--- src/kms_pkg.sv ---
// Package: constants and state types of the key matrix scanner
`default_nettype none

package kms_pkg;

	// ************************************************************
	// Clocking and scan timing
	// ************************************************************
	localparam int          KMS_CLK_HZ     = 100_000_000;       // System clock rate
	localparam int          KMS_LP_CLK_HZ  = 128_000;           // Low-power scan clock rate
	localparam int          KMS_TICK_CYC   = KMS_CLK_HZ / KMS_LP_CLK_HZ; // Cycles per key step
	localparam logic [9:0]  KMS_TICK_LAST  = 10'(KMS_TICK_CYC - 1);
	localparam logic [9:0]  KMS_TICK_MID   = 10'(KMS_TICK_CYC / 2);

	// ************************************************************
	// Matrix geometry
	// ************************************************************
	localparam int          KMS_ROWS       = 8;
	localparam int          KMS_COLS       = 20;
	localparam logic [2:0]  KMS_ROW_MAXM1  = 3'h7;              // Highest row counter value
	localparam logic [4:0]  KMS_COL_MAXM1  = 5'h13;             // Highest column counter value
	localparam int          KMS_MOD_SLOTS  = 8;                 // Modifier key code entries

	// ************************************************************
	// Key code buffer
	// ************************************************************
	localparam int          KMS_BUF_DEPTH  = 16;
	localparam int          KMS_BUF_AW     = 4;
	localparam logic [4:0]  KMS_BUF_FULL   = 5'h10;

	// ************************************************************
	// Controller state
	// ************************************************************
	typedef enum logic [1:0] {
		KMS_IDLE,
		KMS_SCAN,
		KMS_SCAN_END
	} kms_fsm_t;

	typedef struct packed {
		kms_fsm_t                fsm;
		logic [7:0]              row_meta;   // Synchroniser first stage
		logic [7:0]              row_sync;   // Synchroniser second stage
		logic [9:0]              tick;
		logic                    mid_hit;
		logic [2:0]              row_cnt;
		logic [4:0]              col_cnt;
		logic [7:0]              key_idx;
		logic [7:0]              row_hit;
		logic [7:0]              col_hits;
		logic [19:0]             col_sel;    // Set bit drives that column high in scan
		logic                    any_key;
		logic                    ghost;
		logic                    ovf;
		logic [7:0]              mod_acc;
		logic [7:0]              mod_state;
		logic [KMS_BUF_AW-1:0]   wr_ptr;
		logic [KMS_BUF_AW-1:0]   rd_ptr;
		logic [4:0]              count;
		logic                    rd_pend;
	} kms_state_t;

	localparam kms_state_t  KMS_STATE_RST  = '0;

endpackage : kms_pkg

`default_nettype wire

--- src/kms_buf_if.sv ---
// Interface: write and read ports of the key code buffer memory
`default_nettype none

interface kms_buf_if;
	logic        wr_en;
	logic [3:0]  wr_addr;
	logic [7:0]  wr_data;
	logic        rd_en;
	logic [3:0]  rd_addr;
	logic [7:0]  rd_data;

	modport ctrl (
		output wr_en, wr_addr, wr_data, rd_en, rd_addr,
		input  rd_data
	);

	modport mem (
		input  wr_en, wr_addr, wr_data, rd_en, rd_addr,
		output rd_data
	);
endinterface : kms_buf_if

`default_nettype wire

--- src/kms_scanner.sv ---
// Key matrix scanner: scan sequencer, ghost check and key code buffer control
`default_nettype none

// Contract
// - Shared low-power clock runs while any peripheral requests it.
// - Disabled scanner never asserts its clock request.
// - Enabled scanner drops request with no keys, raises it on a press.
// - Columns programmable 1 to 20, rows 1 to 8, up to 160 keys.
// - Key codes held in a 16-byte buffer until read; on overflow new codes are dropped.
// - Full 160-key pass takes about 1.25 ms at 128 kHz.
// - Report any number of keys, lock out keys of a ghost pattern.
// - Debounce contacts and filter glitches before reporting a key.
// - Idle drives every column output high.
// - Idle row transition requests the clock and enters scan.
// - Idle clears row-hit register and key-index counter.
// - Row counter steps 0 to rows minus one, wraps, column advances.
// - Both counters at terminal count: leave scan for scan-end.
// - Key index advances on every scanned position.
// - Modifier keys matched against table; other indices go to buffer.
// - Columns with two or more hits OR row inputs into row-hit.
// - Hit in row already marked by earlier column sets ghost status.
// - Scan-end with keys seen returns to scan.
// - Scan-end with no keys returns to idle and drops request.
// - Key status readable at any time for polling.
module kms_scanner (
	// Clock and reset
	input  wire logic         clock_i,
	input  wire logic         rst_n_i,
	// Configuration
	input  wire logic         enable_i,
	input  wire logic [3:0]   num_rows_i,
	input  wire logic [4:0]   num_cols_i,
	input  wire logic [63:0]  mod_codes_i,
	input  wire logic [7:0]   mod_valid_i,
	// Shared low-power clock
	input  wire logic         other_clk_req_i,
	output logic              clk_req_o,
	output logic              lp_clk_on_o,
	// Matrix pins
	input  wire logic [7:0]   row_i,
	output logic [19:0]       col_o,
	// Key code buffer read
	input  wire logic         kc_rd_i,
	output logic [7:0]        kc_data_o,
	output logic              kc_valid_o,
	// Status
	input  wire logic         ghost_clr_i,
	input  wire logic         ovf_clr_i,
	output logic              scanning_o,
	output logic              key_avail_o,
	output logic [4:0]        key_count_o,
	output logic              ghost_o,
	output logic              overflow_o,
	output logic [7:0]        mod_state_o
);

	// ************************************************************
	// State and buffer memory
	// ************************************************************
	kms_pkg::kms_state_t  cur;
	kms_pkg::kms_state_t  nxt;
	kms_buf_if            buf_if ();

	kms_key_mem kms_key_mem_i (
		.clock_i (clock_i),
		.bus     (buf_if.mem)
	);

	// ************************************************************
	// Scan helpers
	// ************************************************************
	logic        press_seen;
	logic        lp_on;
	logic        req;
	logic [2:0]  rows_m1;
	logic [4:0]  cols_m1;
	logic        row_now;
	logic        hit;
	logic        is_mod;
	logic [2:0]  mod_slot;
	logic [7:0]  col_hits_n;
	logic [3:0]  col_pop;
	logic        last_row;
	logic        last_col;
	logic        step;
	logic        push;
	logic        do_wr;
	logic        do_rd;

	// Rows pull down, a closed key lifts its row to a high column
	assign press_seen = (cur.row_sync != 8'h00);

	// Request the shared clock outside idle or on a sensed press
	assign req   = enable_i && ((cur.fsm != kms_pkg::KMS_IDLE) || press_seen);
	assign lp_on = req || other_clk_req_i;

	// Clamp programmed counts into the legal ranges
	always_comb begin
		if (num_rows_i == 4'h0) begin
			rows_m1 = 3'h0;
		end else if (num_rows_i > 4'h8) begin
			rows_m1 = kms_pkg::KMS_ROW_MAXM1;
		end else begin
			rows_m1 = 3'(num_rows_i - 4'h1);
		end
		if (num_cols_i == 5'h00) begin
			cols_m1 = 5'h00;
		end else if (num_cols_i > 5'h14) begin
			cols_m1 = kms_pkg::KMS_COL_MAXM1;
		end else begin
			cols_m1 = num_cols_i - 5'h01;
		end
	end

	// Key counts as hit only when pressed at mid-step and at end of step
	assign row_now  = cur.row_sync[cur.row_cnt];
	assign hit      = row_now && cur.mid_hit;
	assign step     = lp_on && (cur.tick == kms_pkg::KMS_TICK_LAST);
	assign last_row = (cur.row_cnt == rows_m1);
	assign last_col = (cur.col_cnt == cols_m1);

	// Compare the key index against the modifier table
	always_comb begin
		is_mod   = 1'b0;
		mod_slot = 3'h0;
		for (int i = 0; i < kms_pkg::KMS_MOD_SLOTS; i++) begin
			if (mod_valid_i[i] && (mod_codes_i[i*8 +: 8] == cur.key_idx)) begin
				is_mod   = 1'b1;
				mod_slot = 3'(i);
			end
		end
	end

	// Hits of the current column including the present row
	always_comb begin
		col_hits_n = cur.col_hits;
		if (hit) begin
			col_hits_n[cur.row_cnt] = 1'b1;
		end
		col_pop = 4'h0;
		for (int i = 0; i < kms_pkg::KMS_ROWS; i++) begin
			col_pop = col_pop + {3'h0, col_hits_n[i]};
		end
	end

	// Non-modifier, non-ghost key codes are pushed into the buffer
	assign push  = (cur.fsm == kms_pkg::KMS_SCAN) && step && hit && !is_mod
		&& !cur.row_hit[cur.row_cnt];
	assign do_wr = push && (cur.count != kms_pkg::KMS_BUF_FULL);
	assign do_rd = kc_rd_i && (cur.count != 5'h00);

	// ************************************************************
	// Next-state logic
	// ************************************************************
	always_comb begin
		nxt          = cur;
		nxt.row_meta = row_i;
		nxt.row_sync = cur.row_meta;
		nxt.rd_pend  = do_rd;

		// Step timer runs only while the low-power clock is on
		if (!lp_on || step) begin
			nxt.tick = 10'h000;
		end else begin
			nxt.tick = cur.tick + 10'h001;
		end
		if (lp_on && (cur.tick == kms_pkg::KMS_TICK_MID)) begin
			nxt.mid_hit = row_now;
		end

		case (cur.fsm)
			kms_pkg::KMS_IDLE: begin
				nxt.col_sel  = 20'h00000;
				nxt.row_hit  = 8'h00;
				nxt.key_idx  = 8'h00;
				nxt.row_cnt  = 3'h0;
				nxt.col_cnt  = 5'h00;
				nxt.col_hits = 8'h00;
				nxt.any_key  = 1'b0;
				nxt.mod_acc  = 8'h00;
				if (enable_i && press_seen) begin
					nxt.fsm     = kms_pkg::KMS_SCAN;
					nxt.col_sel = 20'h00001;
					nxt.tick    = 10'h000;
				end
			end
			kms_pkg::KMS_SCAN: begin
				if (step) begin
					nxt.key_idx = cur.key_idx + 8'h01;
					if (hit) begin
						nxt.any_key = 1'b1;
						if (is_mod) begin
							nxt.mod_acc[mod_slot] = 1'b1;
						end
						if (cur.row_hit[cur.row_cnt]) begin
							nxt.ghost = 1'b1;
						end
					end
					nxt.col_hits = col_hits_n;
					if (last_row) begin
						nxt.row_cnt  = 3'h0;
						nxt.col_hits = 8'h00;
						if (col_pop >= 4'h2) begin
							nxt.row_hit = cur.row_hit | cur.row_sync;
						end
						if (last_col) begin
							nxt.fsm     = kms_pkg::KMS_SCAN_END;
							nxt.col_sel = 20'h00000;
						end else begin
							nxt.col_cnt = cur.col_cnt + 5'h01;
							nxt.col_sel = cur.col_sel << 1;
						end
					end else begin
						nxt.row_cnt = cur.row_cnt + 3'h1;
					end
				end
			end
			kms_pkg::KMS_SCAN_END: begin
				nxt.mod_state = cur.mod_acc;
				nxt.row_cnt   = 3'h0;
				nxt.col_cnt   = 5'h00;
				nxt.key_idx   = 8'h00;
				nxt.row_hit   = 8'h00;
				nxt.col_hits  = 8'h00;
				nxt.mod_acc   = 8'h00;
				nxt.any_key   = 1'b0;
				nxt.tick      = 10'h000;
				if (cur.any_key) begin
					nxt.fsm     = kms_pkg::KMS_SCAN;
					nxt.col_sel = 20'h00001;
				end else begin
					nxt.fsm     = kms_pkg::KMS_IDLE;
					nxt.col_sel = 20'h00000;
				end
			end
			default: begin
				nxt.fsm     = kms_pkg::KMS_IDLE;
				nxt.col_sel = 20'h00000;
			end
		endcase

		// Disabling forces idle with columns high
		if (!enable_i) begin
			nxt.fsm      = kms_pkg::KMS_IDLE;
			nxt.col_sel  = 20'h00000;
			nxt.row_hit  = 8'h00;
			nxt.key_idx  = 8'h00;
			nxt.row_cnt  = 3'h0;
			nxt.col_cnt  = 5'h00;
			nxt.col_hits = 8'h00;
			nxt.any_key  = 1'b0;
			nxt.mod_acc  = 8'h00;
		end

		// Sticky flags: a set in the clearing cycle wins
		if (ghost_clr_i && !(cur.fsm == kms_pkg::KMS_SCAN && step && hit
			&& cur.row_hit[cur.row_cnt])) begin
			nxt.ghost = 1'b0;
		end
		if (push && !do_wr) begin
			nxt.ovf = 1'b1;
		end else if (ovf_clr_i) begin
			nxt.ovf = 1'b0;
		end

		// Buffer pointers and fill count
		if (do_wr) begin
			nxt.wr_ptr = cur.wr_ptr + 4'h1;
		end
		if (do_rd) begin
			nxt.rd_ptr = cur.rd_ptr + 4'h1;
		end
		case ({do_wr, do_rd})
			2'b10:   nxt.count = cur.count + 5'h01;
			2'b01:   nxt.count = cur.count - 5'h01;
			default: nxt.count = cur.count;
		endcase
	end

	// ************************************************************
	// State register
	// ************************************************************
	always_ff @(posedge clock_i) begin
		if (!rst_n_i) begin
			cur <= kms_pkg::KMS_STATE_RST;
		end else begin
			cur <= nxt;
		end
	end

	// ************************************************************
	// Buffer memory connections
	// ************************************************************
	assign buf_if.wr_en   = do_wr;
	assign buf_if.wr_addr = cur.wr_ptr;
	assign buf_if.wr_data = cur.key_idx;
	assign buf_if.rd_en   = do_rd;
	assign buf_if.rd_addr = cur.rd_ptr;

	// ************************************************************
	// Outputs
	// ************************************************************
	assign clk_req_o   = req;
	assign lp_clk_on_o = lp_on;
	// Only the scanned column is high in scan, all columns high otherwise
	assign col_o       = (cur.fsm == kms_pkg::KMS_SCAN) ? cur.col_sel : 20'hFFFFF;
	assign kc_data_o   = buf_if.rd_data;
	assign kc_valid_o  = cur.rd_pend;
	assign scanning_o  = (cur.fsm != kms_pkg::KMS_IDLE);
	assign key_avail_o = (cur.count != 5'h00);
	assign key_count_o = cur.count;
	assign ghost_o     = cur.ghost;
	assign overflow_o  = cur.ovf;
	assign mod_state_o = cur.mod_state;

endmodule // kms_scanner

`default_nettype wire

--- src/kms_key_mem.sv ---
// Key code buffer storage: 16 bytes with registered read data
`default_nettype none

module kms_key_mem (
	// Clock
	input  wire logic  clock_i,
	// Buffer access
	kms_buf_if.mem     bus
);

	logic [7:0] mem [kms_pkg::KMS_BUF_DEPTH];
	logic [7:0] rd_q;

	// Write port and registered read port
	always_ff @(posedge clock_i) begin
		if (bus.wr_en) begin
			mem[bus.wr_addr] <= bus.wr_data;
		end
		if (bus.rd_en) begin
			rd_q <= mem[bus.rd_addr];
		end
	end

	assign bus.rd_data = rd_q;

endmodule // kms_key_mem

`default_nettype wire

--- config.mk ---
export PLATFORM = sky130hd
export DESIGN_NAME = kms_scanner
export DESIGN_NICKNAME = d
export VERILOG_FILES = /design/src/kms_pkg.sv /design/src/kms_buf_if.sv /design/src/kms_scanner.sv /design/src/kms_key_mem.sv
export SDC_FILE = /design/constraint.sdc
export NUM_CORES = 1
export LEC_CHECK = 0
export ABC_AREA = 0
export BUFFER_PORTS_ARGS = -buffer_cell sky130_fd_sc_hd__buf_2
export CAP_MARGIN = 25
export CORE_AREA = 2 2 212 110
export CTS_CLUSTER_DIAMETER = 60
export CTS_CLUSTER_SIZE = 28
export DETAILED_ROUTE_END_ITERATION = 8
export DIE_AREA = 0 0 214 112
export PLACE_DENSITY = 0.87
export SLEW_MARGIN = 15
export SYNTH_ARGS = -nofsm -noshare
export SYNTH_HDL_FRONTEND = slang
export SYNTH_HIERARCHICAL = 1
export SYNTH_SLANG_ARGS = --single-unit
--- constraint.sdc ---
create_clock -name clock_i -period 5 [get_ports clock_i]
set_clock_uncertainty 0.1 [all_clocks]
set_input_delay 0.5 -clock clock_i [delete_from_list [all_inputs] [get_ports clock_i]]
set_output_delay 0.5 -clock clock_i [all_outputs]
set_load 0.02 [all_outputs]
==> reports/results.tsv, run 1 <==
metric	value	unit
status	completed	
highest-delay cell along the critical path	fa_1	
Clock Sinks	250	
Synth Area in XOR/XNOR	0.0693	
Worst path most repeated cell	fa_1	
global-route wire length before repair	41600	um
initial DRC count	726	
total gr overflow	0	
clock buffer count from CTS	13	
switching power total	753	uW
max cap viols	0	
DRC Markers	0	
Final period util	0.961	
share of layout cells above drive strength 1	0.216	
CP startpoint kind	register	
die width	214	um
critical path data arrival time	5.04	ns
Worst Setup SP	cur[84]$_SDFFE_PN0P_	
synth-to-layout area growth	12.0	%
Die Y	112	um
logic gate share of total power	0.051	
post-synthesis mux area share	0.0896	
Critical Path RT	5.24	ns
CP bufs+invs	4	
R2R depth	20	
clock network power share	0.330	
Worst-Margin Slew	1.01	ns
# setup viols final	0	
row count	39	
switching part of the total	0.216	
core area	22200	um2
clk_lat worst skew	0.49	ns
setup ws final	0.194	ns
post-layout min period	4.81	ns
First-pass DRT Iterations	5	
CTS max path bufs	3	
routed wire length	26600	um
Placed Cells	1354	
Post-synth ARST share	0	
Crit path depth	20	
Power Dens Cells	270	nW/um2
CTS tree	yes	
simple-gate share of the synthesized area	0.142	
clock root cell	clkbuf_16	
CP cell instances	buf_4 -> and3_1 -> o21ai_0 -> a31oi_1 -> and2_4 -> a21o_1 -> fa_1 -> fa_1 -> inv_1 -> fa_1 -> inv_1 -> ha_1 -> inv_1 -> fa_1 -> a211oi_2 -> mux2_2 -> nand2_1 -> and3_4 -> a21oi_1 -> nor2_1	
Syn Inst Count	936	
Worst path max stage delay	0.51	ns
Adder-Cell Fraction of Synth Area	0.0274	
register-to-register setup slack	0.19	ns
area share of the largest cell type after synthesis	0.355	
Util after Layout	0.580	
Worst setup EP type	register	
vias per cell	5.63	
warnings from Yosys	6	
overall routing resource usage	0.221	
Fin. Hold Viols	0	
Max rail drop VDD	179	uV
main combinational cell family by area after synthesis	simple AND/OR/NAND/NOR gates	
Post-synth EDFFs	136	
Synth Area in Compound Gates	0.0807	
sequential share of the synthesized area	0.554	
pre-CTS setup slack	-0.0511	ns
Hold Crit Class	input port to register	
register share of total power	0.619	
vias post-DR	7742	
unrepaired setup endpoints after global routing	no	
Int Power	2730	uW
Clock Pin Slew Worst Setup and Hold Paths	0.10	ns
top cells by area, synth	edfxtp_1 36%, dfxtp_1 20%, xnor2_1 4.4%	
H-tree Lvls	1	
cell taking the most area after synthesis	edfxtp_1	
largest net degree at the start of global routing	52	
Final Cell Area	12900	um2
Worst Path Max Fanout	12	
vias in the first global route	7390	
n_diodes	0	
Static Leak	0.00497	uW
Placer Congestion	0.896	
Nets	1181	
initial antenna violation count	0	
port bufs	143	
syn avg cell area	12.3	um2
Netlist Area Pre-Place	11500	um2
Setup crit end	cur[65]$_SDFFE_PN0P_	
FMAX	0.208	GHz
drt wl/cell	19.3	um
Initial Util	0.518	
Synth cell types	71	
Routed Antenna Nets	0	
Ports	144	
Worst R2R End	cur[65]$_SDFFE_PN0P_	
placed instance area	12500	um2
max_slew headroom	0.320	
DPL Wire Length	19300	um
delay-heaviest family, CP	adder cells	
final cell count without fillers	1376	
Top FF cell, synth	edfxtp_1	
die area	24000	um2
Final Max Tran Viols	0	
r2r startpoint	cur[84]$_SDFFE_PN0P_	
CP Class	register to register	
Yosys reg bits	250	
syn_nets	1054	
-- layout make-up --
cell class	count	area, um2
timing repair buffer	173	941
inverter	21	78.8
fill	1764	9320
clock buffer	17	340
tap	307	384
multi-input combinational	604	4730
clock inverter	4	37.5
sequential	250	6370
-- power groups by stage --
stage | combinational [uW] | sequential [uW] | clock, uW
2_1_floorplan | 98.9 | 2200 | 0
3_3_place_gp | 172 | 2200 | 0
3_5_place_dp | 175 | 2200 | 0
4_1_cts | 176 | 2160 | 1170
5_1_grt | 192 | 2160 | 1250
6_report | 176 | 2160 | 1150
-- registers in the layout, summed over array words and instances (netlist names) --
register / cells
kms_key_mem_i/mem: 128
cur: 82
buf_if.wr_data: 8
kms_key_mem_i/bus.rd_data: 8
mod_state_o: 8
key_count_o: 5
buf_if.rd_addr: 4
buf_if.wr_addr: 4
ghost_o: 1
kc_valid_o: 1
overflow_o: 1
-- timing repair --
action	CTS	global route
gates cloned	0	0
buffers inserted	0	1
endpoints found under the setup margin	8	9
hold buffers	0	0
pin swaps	0	1
resized for setup	1	8
-- per-stage QoR --
stage,hold slack (ns),total power [uW],TNS (ns)
global route,0.128,3600,0
global placement,0.330,2370,0
finish,0.123,3480,0
detailed placement,0.323,2380,-0.292
floorplan,0.312,2300,0
CTS,0.118,3500,0
-- logic make-up after synthesis --
logic type      after synthesis
xor+xnor                     91
flops                       250
fa+ha+maj                    23
compound gates              128
mux                          55
simple gates                307
buf+inv                      82
-- per-layer routing --
layer  routed length, um  part of all wire  GRT usage
met3                2350             0.089     0.0415
met5                   0                 0          0
met2               11100              0.42      0.321
met1               12700              0.48      0.346
met4                 410             0.015     0.0382
-- worst min-delay path by stage --
stage	from	slack [ns]	cells past startpoint	end
floorplan	cur[108]$_SDFF_PN0_	0.31	1	cur[100]$_SDFF_PN0_
global placement	cur[106]$_SDFF_PN0_	0.33	1	cur[98]$_SDFF_PN0_
detailed placement	cur[105]$_SDFF_PN0_	0.32	1	cur[97]$_SDFF_PN0_
CTS	row_i[0]	0.12	2	cur[104]$_SDFF_PN0_
global route	row_i[2]	0.13	2	cur[106]$_SDFF_PN0_
finish	row_i[0]	0.12	2	cur[104]$_SDFF_PN0_
-- cell usage after synthesis (19+ instances only) --
master / instances
and2_1: 28
nand2b_1: 36
mux4_2: 20
nor2b_1: 23
inv_1: 21
edfxtp_1: 136
nand3_1: 22
a22o_1: 19
mux2i_1: 20
clkbuf_1: 25
xnor2_1: 58
xor2_1: 33
nor2_1: 67
nor3_1: 21
nand2_1: 52
a22oi_1: 19
dfxtp_1: 114
-- placed cells by master, fill, tap and decap left out, drive strengths merged, types with 2 or more instances in the layout --
cell type  instances
buf              173
edfxtp           136
dfxtp            114
nor2              67
xnor2             58
nand2             52
nand2b            36
mux4              34
xor2              33
and2              28
nor2b             23
inv               23
nand3             22
nor3              22
mux2i             20
a22oi             19
a22o              19
ha                18
a21oi             18
clkbuf            17
nand4             14
o21ai             13
nor4               9
a31oi              8
nor3b              8
a21o               8
a21boi             8
and3               7
a211oi             6
a31o               4
or3                4
fa                 4
nor4b              4
o22ai              3
or2                3
o21a               2
a221oi             2
a32o               2
nand3b             2
No activity file was read; power rests on OpenSTA's default activity.
==> inputs of run 2 (changes only) <==
Settings changed: PLACE_DENSITY 0.87 to 0.75.
==> reports/results.tsv, run 2 (synthesized netlist as in run 1, its figures left out) <==
metric	value	unit	change
status	completed		
Power Dens Cells	271	nW/um2	+0.48%
final cell count without fillers	1382		+0.44%
drt wl/cell	19.4	um	+0.59%
Static Leak	0.00502	uW	+0.95%
routed wl met2	11000	um	-0.33%
max_slew headroom	0.323		+0.00265
Final Max Tran Viols	0		unchanged
overall routing resource usage	0.224		+0.00317
Final period util	0.953		-0.00858
Die Y	112	um	unchanged
Worst path most repeated cell	inv_1		
Ports	144		unchanged
# setup viols final	0		unchanged
Hold Crit Class	input port to register		
CP cell instances	inv_1 -> o32a_1 -> a31oi_1 -> buf_4 -> and2_1 -> a21o_1 -> fa_1 -> fa_1 -> inv_1 -> fa_1 -> inv_1 -> ha_2 -> inv_1 -> fa_2 -> a211oi_2 -> mux2_4 -> nand2_1 -> and3_4 -> a21oi_1 -> nor2_1		
Met1 Wirelength	12600	um	-1.0%
vias post-DR	7879		+1.8%
switching part of the total	0.212		-0.00412
share of layout cells above drive strength 1	0.225		+0.00903
vias in the first global route	7500		+1.5%
CP Class	register to register		
clock buffer count from CTS	13		unchanged
DPL Wire Length	19200	um	-0.48%
Setup TNS	0	ns	unchanged
CTS max path bufs	3		unchanged
CTS tree	yes		
FMAX	0.210	GHz	+0.90%
die area	24000	um2	unchanged
Worst-Margin Slew	1.01	ns	+0.000972 ns
Met3 Wirelength	2800	um	+19%
pre-CTS setup slack	0.0244	ns	+0.0755 ns
logic gate share of total power	0.050		about the same
clk_lat worst skew	0.48	ns	about the same
Int Power	2770	uW	+1.7%
Worst setup EP type	register		
Clock Sinks	250		unchanged
Util after Layout	0.584		+0.00389
Placed Cells	1361		+0.52%
Worst path max stage delay	0.49	ns	-0.02 ns
Critical Path RT	5.23	ns	about the same
largest net degree at the start of global routing	52		unchanged
top sig layer	met4		
Nets	1187		+0.51%
port bufs	143		unchanged
synth-to-layout area growth	12.8	%	
switching power total	747	uW	-0.77%
number of flip-flops in the largest register	128		unchanged
clock network power share	0.338		+0.008
CP startpoint kind	register		
max cap viols	0		unchanged
Routed Antenna Nets	0		unchanged
setup ws final	0.237	ns	+0.0429 ns
clock root cell	clkbuf_16		
global-route wire length before repair	42300	um	+1.7%
highest-delay cell along the critical path	fa_1		
Clock Pin Slew Worst Setup and Hold Paths	0.10	ns	about the same
register share of total power	0.612		-0.007
most common cell after layout, fill and taps aside	buf_2		
Max rail drop VDD	163	uV	-9.3%
Biggest register	kms_key_mem_i/mem		
Fin. Hold Viols	0		unchanged
DRC Markers	0		unchanged
row count	39		unchanged
vias per cell	5.70		+1.3%
Worst Path Max Fanout	8		-4
post-layout min period	4.76	ns	-0.0429 ns
die width	214	um	unchanged
critical path data arrival time	4.99	ns	-0.05 ns
H-tree Lvls	1		unchanged
commonest cells after routing, fill and taps aside	143 x buf_2, 136 x edfxtp_1, 109 x dfxtp_1		
initial antenna violation count	0		unchanged
filler cell count	1771		+0.40%
total gr overflow	0		unchanged
total power	3520	uW	+1.2%
initial DRC count	776		+6.9%
unrepaired setup endpoints after global routing	no		
Initial Util	0.518		unchanged
routed wire length	26800	um	+1.0%
Placer Congestion	0.875		-2.3%
n_diodes	0		unchanged
core area	22200	um2	unchanged
biggest regs	kms_key_mem_i/mem x128, cur x82		
First-pass DRT Iterations	6		+1
[run 2: per-layer routing]
layer,vias to the layer above,GRT usage
li1,3663,-
met1,3807,0.354
met2,379,0.316
met3,30,0.0541
met4,0,0.0340
met5,-,0
[run 2: final timing paths]
path              cells past startpoint                  from              endpoint  slack [ns]
setup / recovery                     20  cur[84]$_SDFFE_PN0P_  cur[63]$_SDFFE_PN0P_        0.24
hold / removal                        2              row_i[2]   cur[106]$_SDFF_PN0_        0.13
hold reg to reg                       1   cur[109]$_SDFF_PN0_   cur[101]$_SDFF_PN0_        0.35
setup reg to reg                     20  cur[84]$_SDFFE_PN0P_  cur[63]$_SDFFE_PN0P_        0.24
[run 2: area by class of cell]
class                           count  area, um2  area share
Clock buffer                       16        337      0.0260
Timing Repair Buffer              179        986      0.0760
Sequential cell                   250       6380       0.492
Tap cell                          307        384      0.0296
Clock inverter                      5       63.8     0.00492
Multi-Input combinational cell    604       4740       0.366
Inverter                           21       78.8     0.00608
[run 2: through the flow]
stage               area [um2]  hold slack [ns]
finish                   13000            0.131
detailed placement       12500            0.323
floorplan                11500            0.312
CTS                      12900            0.125
global route             13000            0.121
global placement         12500            0.320
[run 2: power groups by stage]
stage                     logic, uW  registers [uW]  clock network [uW]
after floorplan                98.9            2200                   0
after global placement          173            2200                   0
after detailed placement        174            2200                   0
after CTS                       176            2150                1210
after global routing            193            2160                1290
final                           176            2150                1190
[run 2: critical path, delay by kind of cell (launching register included)]
| kind | cells | cell delay (ns) |
|---|---|---|
| adder cells (fa/ha/maj) | 5 | 1.90 |
| AO/OA/AOI/OAI | 5 | 1.07 |
| AND/OR/NAND/NOR | 4 | 0.53 |
| buffers and inverters | 5 | 0.46 |
| flip-flops | 1 | 0.39 |
| multiplexers | 1 | 0.17 |
[run 2: repair_timing]
action / 4_1_cts / 5_1_grt
buffers inserted: 0 / 0
setup endpoints to repair: 0 / 8
resized for setup: 0 / 17
hold buffers: 0 / 0
